**src/swf_pkg.sv**
```systemverilog
// Shared constants, types and helpers of the sample word formatter
package swf_pkg;
  localparam int          SWF_ADC_W       = 16;
  localparam int          SWF_NCH         = 8;
  localparam int          SWF_MOD_CH      = 4;
  localparam int          SWF_DIG_PER_CH  = 4;
  localparam int          SWF_REPL_W      = 32;
  localparam int          SWF_FIFO_DEPTH  = 8;
  localparam int          SWF_AXI_ADDR_W  = 14;
  localparam int          SWF_IDX_W       = 12;
  // Register indices; byte address is four times the index
  localparam logic [11:0] SWF_CTRL_IDX    = 12'h000;
  localparam logic [11:0] SWF_STAT_IDX    = 12'h001;
  localparam logic [11:0] SWF_FSCODE_IDX  = 12'h466;
  // Control fields
  localparam int          SWF_EN_LSB      = 0;
  localparam int          SWF_MODE_LSB    = 8;
  localparam int          SWF_RCH_LSB     = 12;
  localparam int          SWF_GRP_BIT     = 15;
  localparam logic [31:0] SWF_CTRL_RST    = 32'h0000_0001;
  // Status fields
  localparam int          SWF_OVR_BIT     = 0;
  localparam int          SWF_BUSY_BIT    = 1;
  localparam int          SWF_DROP_BIT    = 2;
  // Packing shifts for the reduced resolution modes
  localparam int          SWF_FOUR_SHIFT  = 4;
  localparam int          SWF_TWO_SHIFT   = 2;
  localparam logic [31:0] SWF_FS_DEFAULT  = 32'h0000_8000;
  localparam logic [1:0]  SWF_RESP_OKAY   = 2'h0;
  localparam logic [1:0]  SWF_RESP_SLVERR = 2'h2;

  typedef enum logic [1:0] {
    digital_capture_off,
    four_digital_bits_in_word,
    two_digital_bits_in_word,
    digital_replaces_channel
  } swf_mode_e;

  typedef logic [SWF_ADC_W-1:0] swf_word_t;

  function automatic logic [11:0] swf_idx(input logic [SWF_AXI_ADDR_W-1:0] a);
    swf_idx = a[SWF_AXI_ADDR_W-1:2];
  endfunction
endpackage

```
**src/swf_if.sv**
```systemverilog
// Internal carriers: register access port and valid/ready word stream
`timescale 1ns/1ps
interface swf_reg_if;
  logic        wr_en;
  logic [11:0] wr_idx;
  logic [31:0] wr_data;
  logic [3:0]  wr_strb;
  logic        wr_ok;
  logic [11:0] rd_idx;
  logic [31:0] rd_data;
  logic        rd_ok;
  modport bus  (output wr_en, wr_idx, wr_data, wr_strb, rd_idx, input wr_ok, rd_data, rd_ok);
  modport regs (input wr_en, wr_idx, wr_data, wr_strb, rd_idx, output wr_ok, rd_data, rd_ok);
endinterface

interface swf_stream_if #(parameter int W = 16);
  logic         valid;
  logic         ready;
  logic [W-1:0] data;
  modport src (output valid, data, input ready);
  modport snk (input valid, data, output ready);
endinterface

```
**src/swf_fifo.sv**
```systemverilog
// Word FIFO with valid/ready on both sides
`timescale 1ns/1ps
module swf_fifo #(
  parameter int W     = 16,
  parameter int DEPTH = 8
) (
  input  wire logic  i_mclk,  // Clock
  input  wire logic  i_nrst,  // Async reset, active low
  swf_stream_if.snk  wr,      // Filling side
  swf_stream_if.src  rd       // Draining side
);
  localparam int AW = $clog2(DEPTH);
  logic [W-1:0]  mem [DEPTH];
  logic [AW-1:0] wp_q;
  logic [AW-1:0] rp_q;
  logic [AW:0]   cnt_q;
  logic          push;
  logic          pop;

  assign wr.ready = (cnt_q != (AW+1)'(DEPTH));
  assign rd.valid = (cnt_q != '0);
  assign rd.data  = mem[rp_q];
  assign push     = wr.valid & wr.ready;
  assign pop      = rd.valid & rd.ready;

  always_ff @(posedge i_mclk) begin
    if (push) begin
      mem[wp_q] <= wr.data;
    end
  end

  always_ff @(posedge i_mclk or negedge i_nrst) begin
    if (!i_nrst) begin
      wp_q  <= '0;
      rp_q  <= '0;
      cnt_q <= '0;
    end else begin
      if (push) begin
        wp_q <= (wp_q == AW'(DEPTH-1)) ? '0 : wp_q + 1'b1;
      end
      if (pop) begin
        rp_q <= (rp_q == AW'(DEPTH-1)) ? '0 : rp_q + 1'b1;
      end
      cnt_q <= cnt_q + (AW+1)'(push) - (AW+1)'(pop);
    end
  end
endmodule

```
**src/swf_axil.sv**
```systemverilog
// AXI4-Lite slave front end, one write and one read at a time
`timescale 1ns/1ps
module swf_axil
  import swf_pkg::*;
(
  input  wire logic                      i_mclk,    // Clock
  input  wire logic                      i_nrst,    // Async reset, active low
  input  wire logic [SWF_AXI_ADDR_W-1:0] i_awaddr,  // Write address
  input  wire logic                      i_awvalid, // Write address valid
  output logic                           o_awready, // Write address ready
  input  wire logic [31:0]               i_wdata,   // Write data
  input  wire logic [3:0]                i_wstrb,   // Byte enables
  input  wire logic                      i_wvalid,  // Write data valid
  output logic                           o_wready,  // Write data ready
  output logic [1:0]                     o_bresp,   // Write response
  output logic                           o_bvalid,  // Write response valid
  input  wire logic                      i_bready,  // Write response ready
  input  wire logic [SWF_AXI_ADDR_W-1:0] i_araddr,  // Read address
  input  wire logic                      i_arvalid, // Read address valid
  output logic                           o_arready, // Read address ready
  output logic [31:0]                    o_rdata,   // Read data
  output logic [1:0]                     o_rresp,   // Read response
  output logic                           o_rvalid,  // Read data valid
  input  wire logic                      i_rready,  // Read data ready
  swf_reg_if.bus                         rb         // Register access
);
  logic [11:0] aw_idx_q;
  logic [31:0] wd_q;
  logic [3:0]  ws_q;
  logic        aw_got_q, w_got_q;
  logic        aw_hs, w_hs, aw_have, w_have, do_wr, bv_d, awg_d, wg_d, ar_hs;

  assign aw_hs   = i_awvalid & o_awready;
  assign w_hs    = i_wvalid & o_wready;
  assign aw_have = aw_got_q | aw_hs;
  assign w_have  = w_got_q | w_hs;
  assign do_wr   = aw_have & w_have;
  assign bv_d    = do_wr | (o_bvalid & ~i_bready);
  assign awg_d   = aw_have & ~do_wr;
  assign wg_d    = w_have & ~do_wr;
  assign ar_hs   = i_arvalid & o_arready;

  assign rb.wr_en   = do_wr;
  assign rb.wr_idx  = aw_hs ? swf_idx(i_awaddr) : aw_idx_q;
  assign rb.wr_data = w_hs ? i_wdata : wd_q;
  assign rb.wr_strb = w_hs ? i_wstrb : ws_q;
  assign rb.rd_idx  = swf_idx(i_araddr);

  // Address and data may arrive in either order; each is held until both are here
  always_ff @(posedge i_mclk or negedge i_nrst) begin
    if (!i_nrst) begin
      aw_got_q  <= 1'b0;
      w_got_q   <= 1'b0;
      aw_idx_q  <= '0;
      wd_q      <= '0;
      ws_q      <= '0;
      o_awready <= 1'b1;
      o_wready  <= 1'b1;
      o_bvalid  <= 1'b0;
      o_bresp   <= SWF_RESP_OKAY;
    end else begin
      aw_got_q  <= awg_d;
      w_got_q   <= wg_d;
      o_bvalid  <= bv_d;
      o_awready <= ~awg_d & ~bv_d;
      o_wready  <= ~wg_d & ~bv_d;
      if (aw_hs) begin
        aw_idx_q <= swf_idx(i_awaddr);
      end
      if (w_hs) begin
        wd_q <= i_wdata;
        ws_q <= i_wstrb;
      end
      if (do_wr) begin
        o_bresp <= rb.wr_ok ? SWF_RESP_OKAY : SWF_RESP_SLVERR;
      end
    end
  end

  always_ff @(posedge i_mclk or negedge i_nrst) begin
    if (!i_nrst) begin
      o_arready <= 1'b1;
      o_rvalid  <= 1'b0;
      o_rdata   <= '0;
      o_rresp   <= SWF_RESP_OKAY;
    end else if (ar_hs) begin
      o_arready <= 1'b0;
      o_rvalid  <= 1'b1;
      o_rdata   <= rb.rd_ok ? rb.rd_data : '0;
      o_rresp   <= rb.rd_ok ? SWF_RESP_OKAY : SWF_RESP_SLVERR;
    end else if (o_rvalid && i_rready) begin
      o_arready <= 1'b1;
      o_rvalid  <= 1'b0;
    end
  end
endmodule

```
**src/swf_formatter.sv**
```systemverilog
// Sample word formatter: packs converter samples and digital bits, multiplexes channels
`timescale 1ns/1ps
module swf_formatter
  import swf_pkg::*;
#(
  parameter logic [31:0] FULL_SCALE = SWF_FS_DEFAULT,
  parameter int          FIFO_DEPTH = SWF_FIFO_DEPTH
) (
  input  wire logic                         i_mclk,         // Sample clock
  input  wire logic                         i_nrst,         // Async reset, active low
  input  wire logic [SWF_NCH*SWF_ADC_W-1:0] i_adc_data,     // Channel n at bits 16n+15..16n
  input  wire logic [SWF_NCH*SWF_DIG_PER_CH-1:0] i_dig_chan, // Digital bits, four per channel
  input  wire logic [SWF_REPL_W-1:0]        i_dig_repl,     // Digital inputs for replace mode
  input  wire logic                         i_sample_valid, // One sample of every channel
  output logic                              o_sample_ready, // Idle, next sample set taken unless every channel is disabled
  output swf_word_t                         o_word,         // Buffer word
  output logic                              o_word_valid,   // Word valid
  input  wire logic                         i_word_ready,   // Buffer side accepts
  input  wire logic [SWF_AXI_ADDR_W-1:0]    i_awaddr,       // AXI write address
  input  wire logic                         i_awvalid,      // AXI write address valid
  output logic                              o_awready,      // AXI write address ready
  input  wire logic [31:0]                  i_wdata,        // AXI write data
  input  wire logic [3:0]                   i_wstrb,        // AXI byte enables
  input  wire logic                         i_wvalid,       // AXI write data valid
  output logic                              o_wready,       // AXI write data ready
  output logic [1:0]                        o_bresp,        // AXI write response
  output logic                              o_bvalid,       // AXI write response valid
  input  wire logic                         i_bready,       // AXI write response ready
  input  wire logic [SWF_AXI_ADDR_W-1:0]    i_araddr,       // AXI read address
  input  wire logic                         i_arvalid,      // AXI read address valid
  output logic                              o_arready,      // AXI read address ready
  output logic [31:0]                       o_rdata,        // AXI read data
  output logic [1:0]                        o_rresp,        // AXI read response
  output logic                              o_rvalid,       // AXI read data valid
  input  wire logic                         i_rready        // AXI read data ready
);
  import swf_pkg::*;

  typedef enum logic {
    S_IDLE,
    S_EMIT
  } swf_state_e;

  swf_reg_if                  rb ();
  swf_stream_if #(SWF_ADC_W)  push ();
  swf_stream_if #(SWF_ADC_W)  pop ();

  // Configuration
  logic [SWF_NCH-1:0]  en_q;
  swf_mode_e           mode_q;
  logic [2:0]          rch_q;
  logic                grp_q;
  logic                ovr_q;
  logic                drop_q;

  // Captured sample set
  logic [SWF_NCH*SWF_ADC_W-1:0]      adc_q;
  logic [SWF_NCH*SWF_DIG_PER_CH-1:0] dig_q;
  logic [SWF_REPL_W-1:0]             rep_q;
  logic [SWF_NCH-1:0]                sen_q;
  swf_mode_e                         smode_q;
  logic [2:0]                        srch_q;
  logic                              sgrp_q;

  swf_state_e state_q;
  logic [2:0] slot_q;
  logic       act_a, act_b, both, last_slot, advance;
  logic       cur_mod;
  logic [1:0] cur_rank;
  logic [2:0] pick;
  logic       cur_valid;
  logic [2:0] cur_ch;
  swf_word_t  cur_word;
  logic       take;
  logic [31:0] fs_code;
  logic [31:0] ctrl_rd;
  logic [31:0] stat_rd;

  // Rank r enabled channel within a four channel module: {found, index}
  function automatic logic [2:0] swf_nth(input logic [3:0] m, input logic [1:0] r);
    logic [2:0] res;
    logic [2:0] seen;
    res  = '0;
    seen = '0;
    for (int i = 0; i < SWF_MOD_CH; i++) begin
      if (m[i] && !res[2]) begin
        if (seen[1:0] == r) begin
          res = {1'b1, 2'(i)};
        end
        seen = seen + 3'h1;
      end
    end
    return res;
  endfunction

  // Packs one channel's word according to the digital mode
  function automatic swf_word_t swf_pack(input swf_word_t adc, input logic [3:0] dig,
                                         input swf_mode_e md, input logic is_rep,
                                         input logic grp, input logic [SWF_REPL_W-1:0] rep);
    swf_word_t w;
    case (md)
      digital_capture_off: begin
        w = adc;
      end
      four_digital_bits_in_word: begin
        w = {dig, adc[SWF_ADC_W-1:SWF_FOUR_SHIFT]};
      end
      two_digital_bits_in_word: begin
        w = {dig[1:0], adc[SWF_ADC_W-1:SWF_TWO_SHIFT]};
      end
      digital_replaces_channel: begin
        if (is_rep) begin
          w = grp ? rep[SWF_REPL_W-1:SWF_ADC_W] : rep[SWF_ADC_W-1:0];
        end else begin
          w = adc;
        end
      end
      default: begin
        w = adc;
      end
    endcase
    return w;
  endfunction

  swf_axil u_axil (
    .i_mclk    (i_mclk),
    .i_nrst    (i_nrst),
    .i_awaddr  (i_awaddr),
    .i_awvalid (i_awvalid),
    .o_awready (o_awready),
    .i_wdata   (i_wdata),
    .i_wstrb   (i_wstrb),
    .i_wvalid  (i_wvalid),
    .o_wready  (o_wready),
    .o_bresp   (o_bresp),
    .o_bvalid  (o_bvalid),
    .i_bready  (i_bready),
    .i_araddr  (i_araddr),
    .i_arvalid (i_arvalid),
    .o_arready (o_arready),
    .o_rdata   (o_rdata),
    .o_rresp   (o_rresp),
    .o_rvalid  (o_rvalid),
    .i_rready  (i_rready),
    .rb        (rb.bus)
  );

  swf_fifo #(
    .W     (SWF_ADC_W),
    .DEPTH (FIFO_DEPTH)
  ) u_fifo (
    .i_mclk (i_mclk),
    .i_nrst (i_nrst),
    .wr     (push.snk),
    .rd     (pop.src)
  );

  // fewer converter bits in the word scale the full-scale code down
  always_comb begin
    case (mode_q)
      four_digital_bits_in_word: fs_code = FULL_SCALE >> SWF_FOUR_SHIFT;
      two_digital_bits_in_word:  fs_code = FULL_SCALE >> SWF_TWO_SHIFT;
      default:                   fs_code = FULL_SCALE;
    endcase
  end

  always_comb begin
    ctrl_rd = '0;
    ctrl_rd[SWF_EN_LSB +: SWF_NCH] = en_q;
    ctrl_rd[SWF_MODE_LSB +: 2]     = mode_q;
    ctrl_rd[SWF_RCH_LSB +: 3]      = rch_q;
    ctrl_rd[SWF_GRP_BIT]           = grp_q;
    stat_rd = '0;
    stat_rd[SWF_OVR_BIT]  = ovr_q;
    stat_rd[SWF_BUSY_BIT] = (state_q == S_EMIT);
    stat_rd[SWF_DROP_BIT] = drop_q;
  end

  always_comb begin
    rb.rd_ok   = 1'b1;
    rb.rd_data = '0;
    case (rb.rd_idx)
      SWF_CTRL_IDX:   rb.rd_data = ctrl_rd;
      SWF_STAT_IDX:   rb.rd_data = stat_rd;
      SWF_FSCODE_IDX: rb.rd_data = fs_code;
      default:        rb.rd_ok   = 1'b0;
    endcase
  end

  // The full-scale code is read-only, so a write there is refused
  assign rb.wr_ok = (rb.wr_idx == SWF_CTRL_IDX) || (rb.wr_idx == SWF_STAT_IDX);

  always_ff @(posedge i_mclk or negedge i_nrst) begin
    if (!i_nrst) begin
      en_q   <= SWF_CTRL_RST[SWF_EN_LSB +: SWF_NCH];
      mode_q <= digital_capture_off;
      rch_q  <= '0;
      grp_q  <= 1'b0;
    end else if (rb.wr_en && rb.wr_idx == SWF_CTRL_IDX) begin
      if (rb.wr_strb[0]) begin
        en_q <= rb.wr_data[SWF_EN_LSB +: SWF_NCH];
      end
      if (rb.wr_strb[1]) begin
        mode_q <= swf_mode_e'(rb.wr_data[SWF_MODE_LSB +: 2]);
        rch_q  <= rb.wr_data[SWF_RCH_LSB +: 3];
        grp_q  <= rb.wr_data[SWF_GRP_BIT];
      end
    end
  end

  // Sample sets that arrive while busy are lost; set beats a clearing write
  assign take = i_sample_valid && (state_q == S_IDLE) && (en_q != '0);

  always_ff @(posedge i_mclk or negedge i_nrst) begin
    if (!i_nrst) begin
      ovr_q  <= 1'b0;
      drop_q <= 1'b0;
    end else begin
      if (i_sample_valid && state_q == S_EMIT) begin
        ovr_q <= 1'b1;
      end else if (rb.wr_en && rb.wr_idx == SWF_STAT_IDX && rb.wr_strb[0] && rb.wr_data[SWF_OVR_BIT]) begin
        ovr_q <= 1'b0;
      end
      if (i_sample_valid && state_q == S_IDLE && en_q == '0) begin
        drop_q <= 1'b1;
      end else if (rb.wr_en && rb.wr_idx == SWF_STAT_IDX && rb.wr_strb[0] && rb.wr_data[SWF_DROP_BIT]) begin
        drop_q <= 1'b0;
      end
    end
  end

  // Configuration is frozen per sample set so a word never mixes two settings
  always_ff @(posedge i_mclk or negedge i_nrst) begin
    if (!i_nrst) begin
      adc_q   <= '0;
      dig_q   <= '0;
      rep_q   <= '0;
      sen_q   <= '0;
      smode_q <= digital_capture_off;
      srch_q  <= '0;
      sgrp_q  <= 1'b0;
    end else if (take) begin
      adc_q   <= i_adc_data;
      dig_q   <= i_dig_chan;
      rep_q   <= i_dig_repl;
      sen_q   <= en_q;
      smode_q <= mode_q;
      srch_q  <= rch_q;
      sgrp_q  <= grp_q;
    end
  end

  // low four channels form the first module
  assign act_a = (sen_q[SWF_MOD_CH-1:0] != '0);
  assign act_b = (sen_q[SWF_NCH-1:SWF_MOD_CH] != '0);
  assign both  = act_a & act_b;

  always_comb begin
    // even slots first module, odd slots second, rank advances per pair
    if (both) begin
      cur_mod  = slot_q[0];
      cur_rank = slot_q[2:1];
    // single module walks its channels upward
    end else begin
      cur_mod  = act_b;
      cur_rank = slot_q[1:0];
    end
    pick      = swf_nth(cur_mod ? sen_q[SWF_NCH-1:SWF_MOD_CH] : sen_q[SWF_MOD_CH-1:0], cur_rank);
    cur_valid = pick[2];
    cur_ch    = {cur_mod, pick[1:0]};
  end

  // word packed from the selected channel's 16-bit sample and digital bits, or from i_dig_repl per mode
  assign cur_word = swf_pack(adc_q[cur_ch*SWF_ADC_W +: SWF_ADC_W],
                             dig_q[cur_ch*SWF_DIG_PER_CH +: SWF_DIG_PER_CH],
                             smode_q, (cur_ch == srch_q), sgrp_q, rep_q);

  assign push.valid = (state_q == S_EMIT) && cur_valid;
  assign push.data  = cur_word;
  // A full FIFO stalls the walk; empty slots are skipped in one cycle
  assign advance    = ~cur_valid | push.ready;
  assign last_slot  = both ? (slot_q == 3'h7) : (slot_q == 3'h3);

  always_ff @(posedge i_mclk or negedge i_nrst) begin
    if (!i_nrst) begin
      state_q        <= S_IDLE;
      slot_q         <= '0;
      o_sample_ready <= 1'b1;
    end else begin
      case (state_q)
        S_IDLE: begin
          slot_q <= '0;
          if (take) begin
            state_q        <= S_EMIT;
            o_sample_ready <= 1'b0;
          end
        end
        S_EMIT: begin
          if (advance) begin
            slot_q <= slot_q + 3'h1;
            if (last_slot) begin
              state_q        <= S_IDLE;
              o_sample_ready <= 1'b1;
            end
          end
        end
        default: begin
          state_q        <= S_IDLE;
          o_sample_ready <= 1'b1;
        end
      endcase
    end
  end

  // Output stage keeps the buffer port straight off flip-flops
  assign pop.ready = ~o_word_valid | i_word_ready;

  always_ff @(posedge i_mclk or negedge i_nrst) begin
    if (!i_nrst) begin
      o_word       <= '0;
      o_word_valid <= 1'b0;
    end else if (pop.ready) begin
      o_word_valid <= pop.valid;
      if (pop.valid) begin
        o_word <= pop.data;
      end
    end
  end
endmodule

```
**config.mk**
```make
export PLATFORM = sky130hd
export DESIGN_NAME = swf_formatter
export DESIGN_NICKNAME = d
export VERILOG_FILES = /design/src/swf_pkg.sv /design/src/swf_if.sv /design/src/swf_fifo.sv /design/src/swf_axil.sv /design/src/swf_formatter.sv
export SDC_FILE = /design/constraint.sdc
export NUM_CORES = 1
export LEC_CHECK = 0
export BUFFER_PORTS_ARGS = -buffer_cell sky130_fd_sc_hd__buf_2
export CORE_MARGIN = 2
export CORE_UTILIZATION = 40
export DETAILED_ROUTE_END_ITERATION = 7
export GPL_TIMING_DRIVEN = 0
export PLACE_DENSITY_LB_ADDON = 0.12
export SLEW_MARGIN = 30
export SYNTH_ARGS = -nofsm -noshare
export SYNTH_HDL_FRONTEND = slang
export SYNTH_SLANG_ARGS = --single-unit
export TNS_END_PERCENT = 50
```
**constraint.sdc**
```tcl
create_clock -name i_mclk -period 9.2 [get_ports i_mclk]
set_input_delay 0.46 -clock i_mclk [delete_from_list [all_inputs] [get_ports i_mclk]]
set_output_delay 0.46 -clock i_mclk [all_outputs]
set_load 0.005 [all_outputs]
```
==> results_dict.tcl, run 1 <==
set metrics [dict create \
    switchingPower_w 0.00242 \
    dp_hpwl_um 41700 \
    core_um2 47800 \
    drcViolationCount 0 \
    worstHoldPathCells 2 \
    r2r_setup_slack_ns 3.72 \
    required_ns 9.49 \
    clkPwrFrac 0.263 \
    synth_edf_count 128 \
    finalHoldViolCount 0 \
    status "finished clean" \
    p_int_w 0.00489 \
    die_w_um 225 \
    power_frac_comb 0.324 \
    max_freq_mhz 183 \
    synth.distinct_cells 80 \
    grt_setup_unrepaired "false" \
    die_y_um 225 \
    worst_slack_ns 3.72 \
    synth_ff_type "dfrtp_1" \
    async_flop_share 0.705 \
    portBuffers 279 \
    drive_gt1_frac 0.382 \
    timing.final.crit_share 0.595 \
    grt_pass1_vias 13400 \
    placementRows 80 \
    hold_class "input port to flip-flop" \
    final_cell_mix "dfrtp_1, buf_2, mux2_2" \
    wl_um 56200 \
    synthesis.area_um2 19500 \
    cts.sinks 434 \
    grt_pass1_wl_um 85000 \
    cap_viol_max_count 0 \
    timing.slew.headroom 0.366 \
    tns_ns 0 \
    vias 13000 \
    wire_per_inst_um 22.8 \
    worst_pin_slew_ns 0.952 \
    crit_fanout 10 \
    fin_skew_ns 0.0161 \
    grt_max_degree 84 \
    startpoint_type "flip-flop" \
    cts_buffer_depth 3 \
    ys.warnings.count 0 \
    cts.clk_slew.worst_paths_ns 0.06 \
    grt_remaining_overflow 0 \
    preCtsSetupSlack_ns 3.74 \
    initial_core_util 0.407 \
    final_nets 2090 \
    gp_congestion 0.879 \
    final_common_cell "dfrtp_1" \
    ys_seq_area_frac 0.591 \
    dr.first_iter.drc_count 749 \
    h-tree-depth 2 \
    slew_violations 0 \
    syn_inst 1444 \
    antenna_found_initial 7 \
    post-route-util 0.492 \
    switching_share 0.331 \
    synth.avg_cell_area_um2 13.5 \
    crit_type "flip-flop to flip-flop" \
    cts_root_buf "clkbuf_16" \
    r2r.worst_path.cells 20 \
    p_per_area_nw_per_um2 310 \
    area_growth_syn_to_layout_pct 21.0 \
    endpoint_kind "flip-flop" \
    ant_nets 0 \
    ir_drop_mv 0.151 \
    cts_tree "yes" \
    layout_min_cycle_time_ns 5.48 \
    drtPass1Iterations 6 \
    synth_seq_cells 434 \
    ios 324 \
    gr-usage-all-layers 0.227 \
    cp.arrival_ns 5.77 \
    pwr-share-seq 0.413 \
    vias_per_cell 5.29 \
    leakagePower_nw 10.1 \
    numCtsBuffers 48 \
    insertion_delay_ns 0.59 \
    finalSetupViolCount 0 \
    die-area_um2 50500 \
]
==> path summary, 6_finish.rpt <==
check                                start            endpoint
max                               sen_q[0]    u_fifo.mem[4][2]
min in group asynchronous           i_nrst  u_axil.aw_idx_q[8]
min reg2reg                u_axil.aw_got_q    u_axil.o_awready
max reg2reg                       sen_q[0]    u_fifo.mem[4][2]
min                              i_arvalid    u_axil.o_arready
max in group asynchronous           i_nrst           adc_q[37]
==> critical path, cell delays in order (launching register included) <==
cell	delay, ns
dfrtp_1	0.47
or4_1	0.54
clkbuf_1	0.22
nand3_2	0.16
nand2_1	0.10
nor3_1	0.20
nor2_1	0.11
ha_1	0.34
nor2b_1	0.14
o211ai_1	0.22
nand2_1	0.12
nor2_1	0.26
a31oi_4	0.15
o21ai_2	0.17
buf_6	0.25
buf_6	0.24
mux2i_1	0.33
nand3_1	0.21
nor2_1	0.23
a31oi_1	0.06
a32oi_1	0.62
==> power groups by stage <==
stage          clock network, W  logic (W)  registers, W
6_report                0.00193    0.00237       0.00302
5_1_grt                 0.00205    0.00261       0.00308
4_1_cts                 0.00197    0.00238       0.00302
3_5_place_dp                  0    0.00237       0.00305
3_3_place_gp                  0    0.00230       0.00304
2_1_floorplan                 0    0.00159       0.00297
==> logic make-up (layout without fill, tap and decap cells) <==
family                   Yosys count  count (layout)  share of synthesized area
XOR/XNOR                           7               7                    0.00315
AO/OA/AOI/OAI                    219             219                     0.0799
flip-flops                       434             434                      0.591
adder cells (fa/ha/maj)           16              16                     0.0107
buffers and inverters            146             530                     0.0343
AND/OR/NAND/NOR                  280             280                     0.0701
other                              1              21                   0.000193
multiplexers                     341             341                      0.211
==> area by class of cell <==
type,count,area [µm²]
antenna,2,5.00
buffer,103,510
clock buffer,74,1420
clock inverter,13,151
fill,4326,24300
inverter,43,161
multi-input combinational,882,7420
sequential,434,11500
tap,615,769
timing repair buffer,297,1620
==> synthesized netlist by cell type, drive strengths merged (7+ instances only) <==
master  instances  share of area
nor2           54          0.012
a211oi          8         0.0031
and3            7         0.0022
a22oi           8         0.0031
nand3          16         0.0046
mux4           32          0.037
nor3           14         0.0036
mux2i          80          0.041
nor2b          16         0.0051
ha             15         0.0096
a221oi         22          0.012
o211ai         13         0.0050
and2            8         0.0028
edfxtp        128           0.20
a32oi           9         0.0040
o21ai          58          0.015
inv            43         0.0083
a21oi          41          0.012
mux2          229           0.13
buf            41          0.014
dfrtp         301           0.39
clkbuf         62          0.012
nor4           12         0.0054
nand2         127          0.025
a31oi          12         0.0046
==> flip-flops by register name, summed over array words and instances (netlist names), 2 cells and up <==
register / cells
sen_q: 8
dig_q: 32
adc_q: 128
rch_q: 3
u_axil.wd_q: 14
smode_q: 2
u_fifo.wp_q: 3
u_axil.aw_idx_q: 12
rep_q: 32
mode_q: 2
srch_q: 3
u_axil.o_rdata: 15
slot_q: 3
u_axil.ws_q: 2
u_fifo.cnt_q: 4
u_fifo.mem: 128
o_word: 16
en_q: 8
u_fifo.rp_q: 3
==> per-stage QoR <==
stage | hold WS, ns | std cells | instance area, µm² | total power, W
after floorplan | 0.164 | 1462 | 19500 | 0.00456
after global placement | 0.456 | 2356 | 21700 | 0.00533
after detailed placement | 0.444 | 2373 | 22000 | 0.00543
after CTS | 0.00635 | 2461 | 23500 | 0.00737
after global routing | 0.0272 | 2461 | 23600 | 0.00774
final | 0.0401 | 2463 | 23600 | 0.00731
==> repair_timing <==
| action | 4_1_cts | 5_1_grt |
|---|---|---|
| resized for setup | 0 | 0 |
| hold endpoints to repair | 66 | 0 |
| hold buffers | 1 | 0 |
| buffers inserted | 0 | 0 |
==> metal layers <==
layer | part of all wire | global-route usage
met5 | 0.0013 | 0
met1 | 0.45 | 0.308
met3 | 0.052 | 0.0387
met4 | 0.023 | 0.0647
met2 | 0.48 | 0.376
No activity file was read; power rests on OpenSTA's default activity.
==> run 2, diff against run 1 <==
Clock period 9.2 ns to 5.5 ns, I/O delays scaled along.
==> results_dict.tcl, run 2 (synthesis gave the netlist of run 1 again) <==
set metrics [dict create \
    cts_root_buf "clkbuf_16" \
    grt_setup_unrepaired "true" \
    finalSetupViolCount 0 \
    insertion_delay_ns 0.59 \
    cpLargestDelayFamily "simple AND/OR/NAND/NOR gates" \
    die-area_um2 50500 \
    p_per_area_nw_per_um2 484 \
    die_w_um 225 \
    tns_ns 0 \
    placementRows 80 \
    gp_congestion 0.879 \
    final_nets 2319 \
    crit_fanout 10 \
    status "finished clean" \
    path_buf_inv 2 \
    cts_tree "yes" \
    finalHoldViolCount 0 \
    n_antenna_cell 0 \
    slowest_stage "or4_1" \
    largestRegisters "adc_q x128, u_fifo.mem x128" \
    antenna_found_initial 0 \
    final_cell_mix "dfrtp_1, buf_2, mux2_2" \
    grt_max_degree 84 \
    vias 14100 \
    endpoint_kind "flip-flop" \
    grt_remaining_overflow 0 \
    cap_viol_max_count 0 \
    ir_drop_mv 0.277 \
    fin_skew_ns 0.0166 \
    cp.arrival_ns 5.45 \
    dr.first_iter.drc_count 860 \
    required_ns 5.75 \
    ant_nets 0 \
    final_common_cell "dfrtp_1" \
    drive_gt1_frac 0.348 \
    portBuffers 279 \
    grt_pass1_wl_um 90300 \
    worst_pin_slew_ns 0.983 \
    gr-usage-all-layers 0.239 \
    placed_area_um2 22000 \
    max_freq_mhz 192 \
    dp_hpwl_um 41700 \
    drtPass1Iterations 5 \
    initial_core_util 0.407 \
    cts_buffer_depth 3 \
    cts.sinks 434 \
    drcViolationCount 0 \
    cts.clk_slew.worst_paths_ns 0.06 \
    layout_min_cycle_time_ns 5.20 \
    crit_chain "or4_1, clkbuf_1, nand3_2, nand2_1, nor3_1, nor2_1, ha_1, nor2b_1, o211ai_1, nand2_1, nor2_1, a31oi_4, o21ai_2, buf_4, mux2i_1, a32o_1, o21ai_0, a221oi_1, a31oi_4" \
    wl_um 59700 \
    postLayoutCellArea_um2 26000 \
    wire_per_inst_um 22.2 \
    grt_pass1_vias 14700 \
    crit_type "flip-flop to flip-flop" \
    slew_violations 0 \
    vias_per_cell 5.24 \
    numCtsBuffers 48 \
    h-tree-depth 2 \
    leakagePower_nw 11.1 \
    startpoint_type "flip-flop" \
    crit_path_max_incr_delay_ns 0.54 \
    timing.final.crit_share 0.945 \
    die_y_um 225 \
    area_growth_syn_to_layout_pct 33.5 \
    hold_class "input port to flip-flop" \
    ios 324 \
    timing.hold.ws_ns 0.126 \
    stdcell_count 2690 \
    timing.slew.headroom 0.345 \
    core_um2 47800 \
    dp_cells 2373 \
]
-- run 2: cell types whose count changed in the layout (fill, tap and decap cells not counted), moves of 3 or more --
cell,previous run,this run
a31oi_4,1,4
a32oi_1,9,5
o21ai_1,4,1
o21ai_2,1,4
a32oi_2,0,3
dlygate4sd3_1,1,227
-- run 2: layer usage --
layer / up-vias / wire length (µm) / track usage
met5: - / 0 / 0
met4: 0 / 1340 / 0.0684
met3: 87 / 3000 / 0.0345
met2: 414 / 29400 / 0.409
met1: 7107 / 25900 / 0.316
li1: 6480 / - / -
-- run 2: tightest hold or removal path: stages --
cell     delay, ns
buf_2         0.10
inv_1         0.04
nor4_1        0.10
nand2_1       0.08
o21ai_0       0.06
-- run 2: final cells by class --
| cell class | count | area, µm² |
|---|---|---|
| flip-flops and latches | 434 | 11500 |
| repair buffers | 526 | 3920 |
| fillers | 4077 | 21900 |
| well taps | 615 | 769 |
| plain buffers | 103 | 510 |
| inverters | 43 | 161 |
| clock inverters | 13 | 151 |
| clock buffers | 74 | 1420 |
| multi-input cells | 882 | 7550 |
-- run 2: timing repair --
| item | CTS | global route |
|---|---|---|
| endpoints found under the hold margin | 295 | 0 |
| hold buffers | 227 | 0 |
| pin swaps | 0 | 4 |
| gates resized for setup | 1 | 20 |
| setup buffers | 0 | 3 |
| endpoints found under the setup margin | 8 | 128 |
-- run 2: metrics by stage --
step	setup slack, ns	total power (W)	utilization
2_1_floorplan	0.527	0.00763	-
3_3_place_gp	-1.88	0.00892	0.454
3_5_place_dp	0.0446	0.00908	0.459
4_1_cts	0.00484	0.0125	0.539
5_1_grt	-0.0274	0.0133	0.543
6_report	0.303	0.0126	0.543
-- run 2: final timing paths --
kind	startpoint	to	slack [ns]	cells after the start
max in group asynchronous	i_nrst	adc_q[101]	4.02	4
min in group asynchronous	i_nrst	u_axil.aw_idx_q[8]	0.23	2
worst max register to register	sen_q[0]	u_fifo.mem[3][15]	0.30	19
worst max-delay path	sen_q[0]	u_fifo.mem[3][15]	0.30	19
worst min register to register	u_axil.aw_got_q	u_axil.o_awready	0.48	1
worst min-delay path	i_araddr[3]	u_axil.o_rdata[11]	0.13	5
-- run 2: where the power goes --
group	internal (W)	total, W	switching, W
Sequential	0.00459	0.00505	0.000459
Combinational	0.00190	0.00431	0.00242
Clock	0.00191	0.00323	0.00132
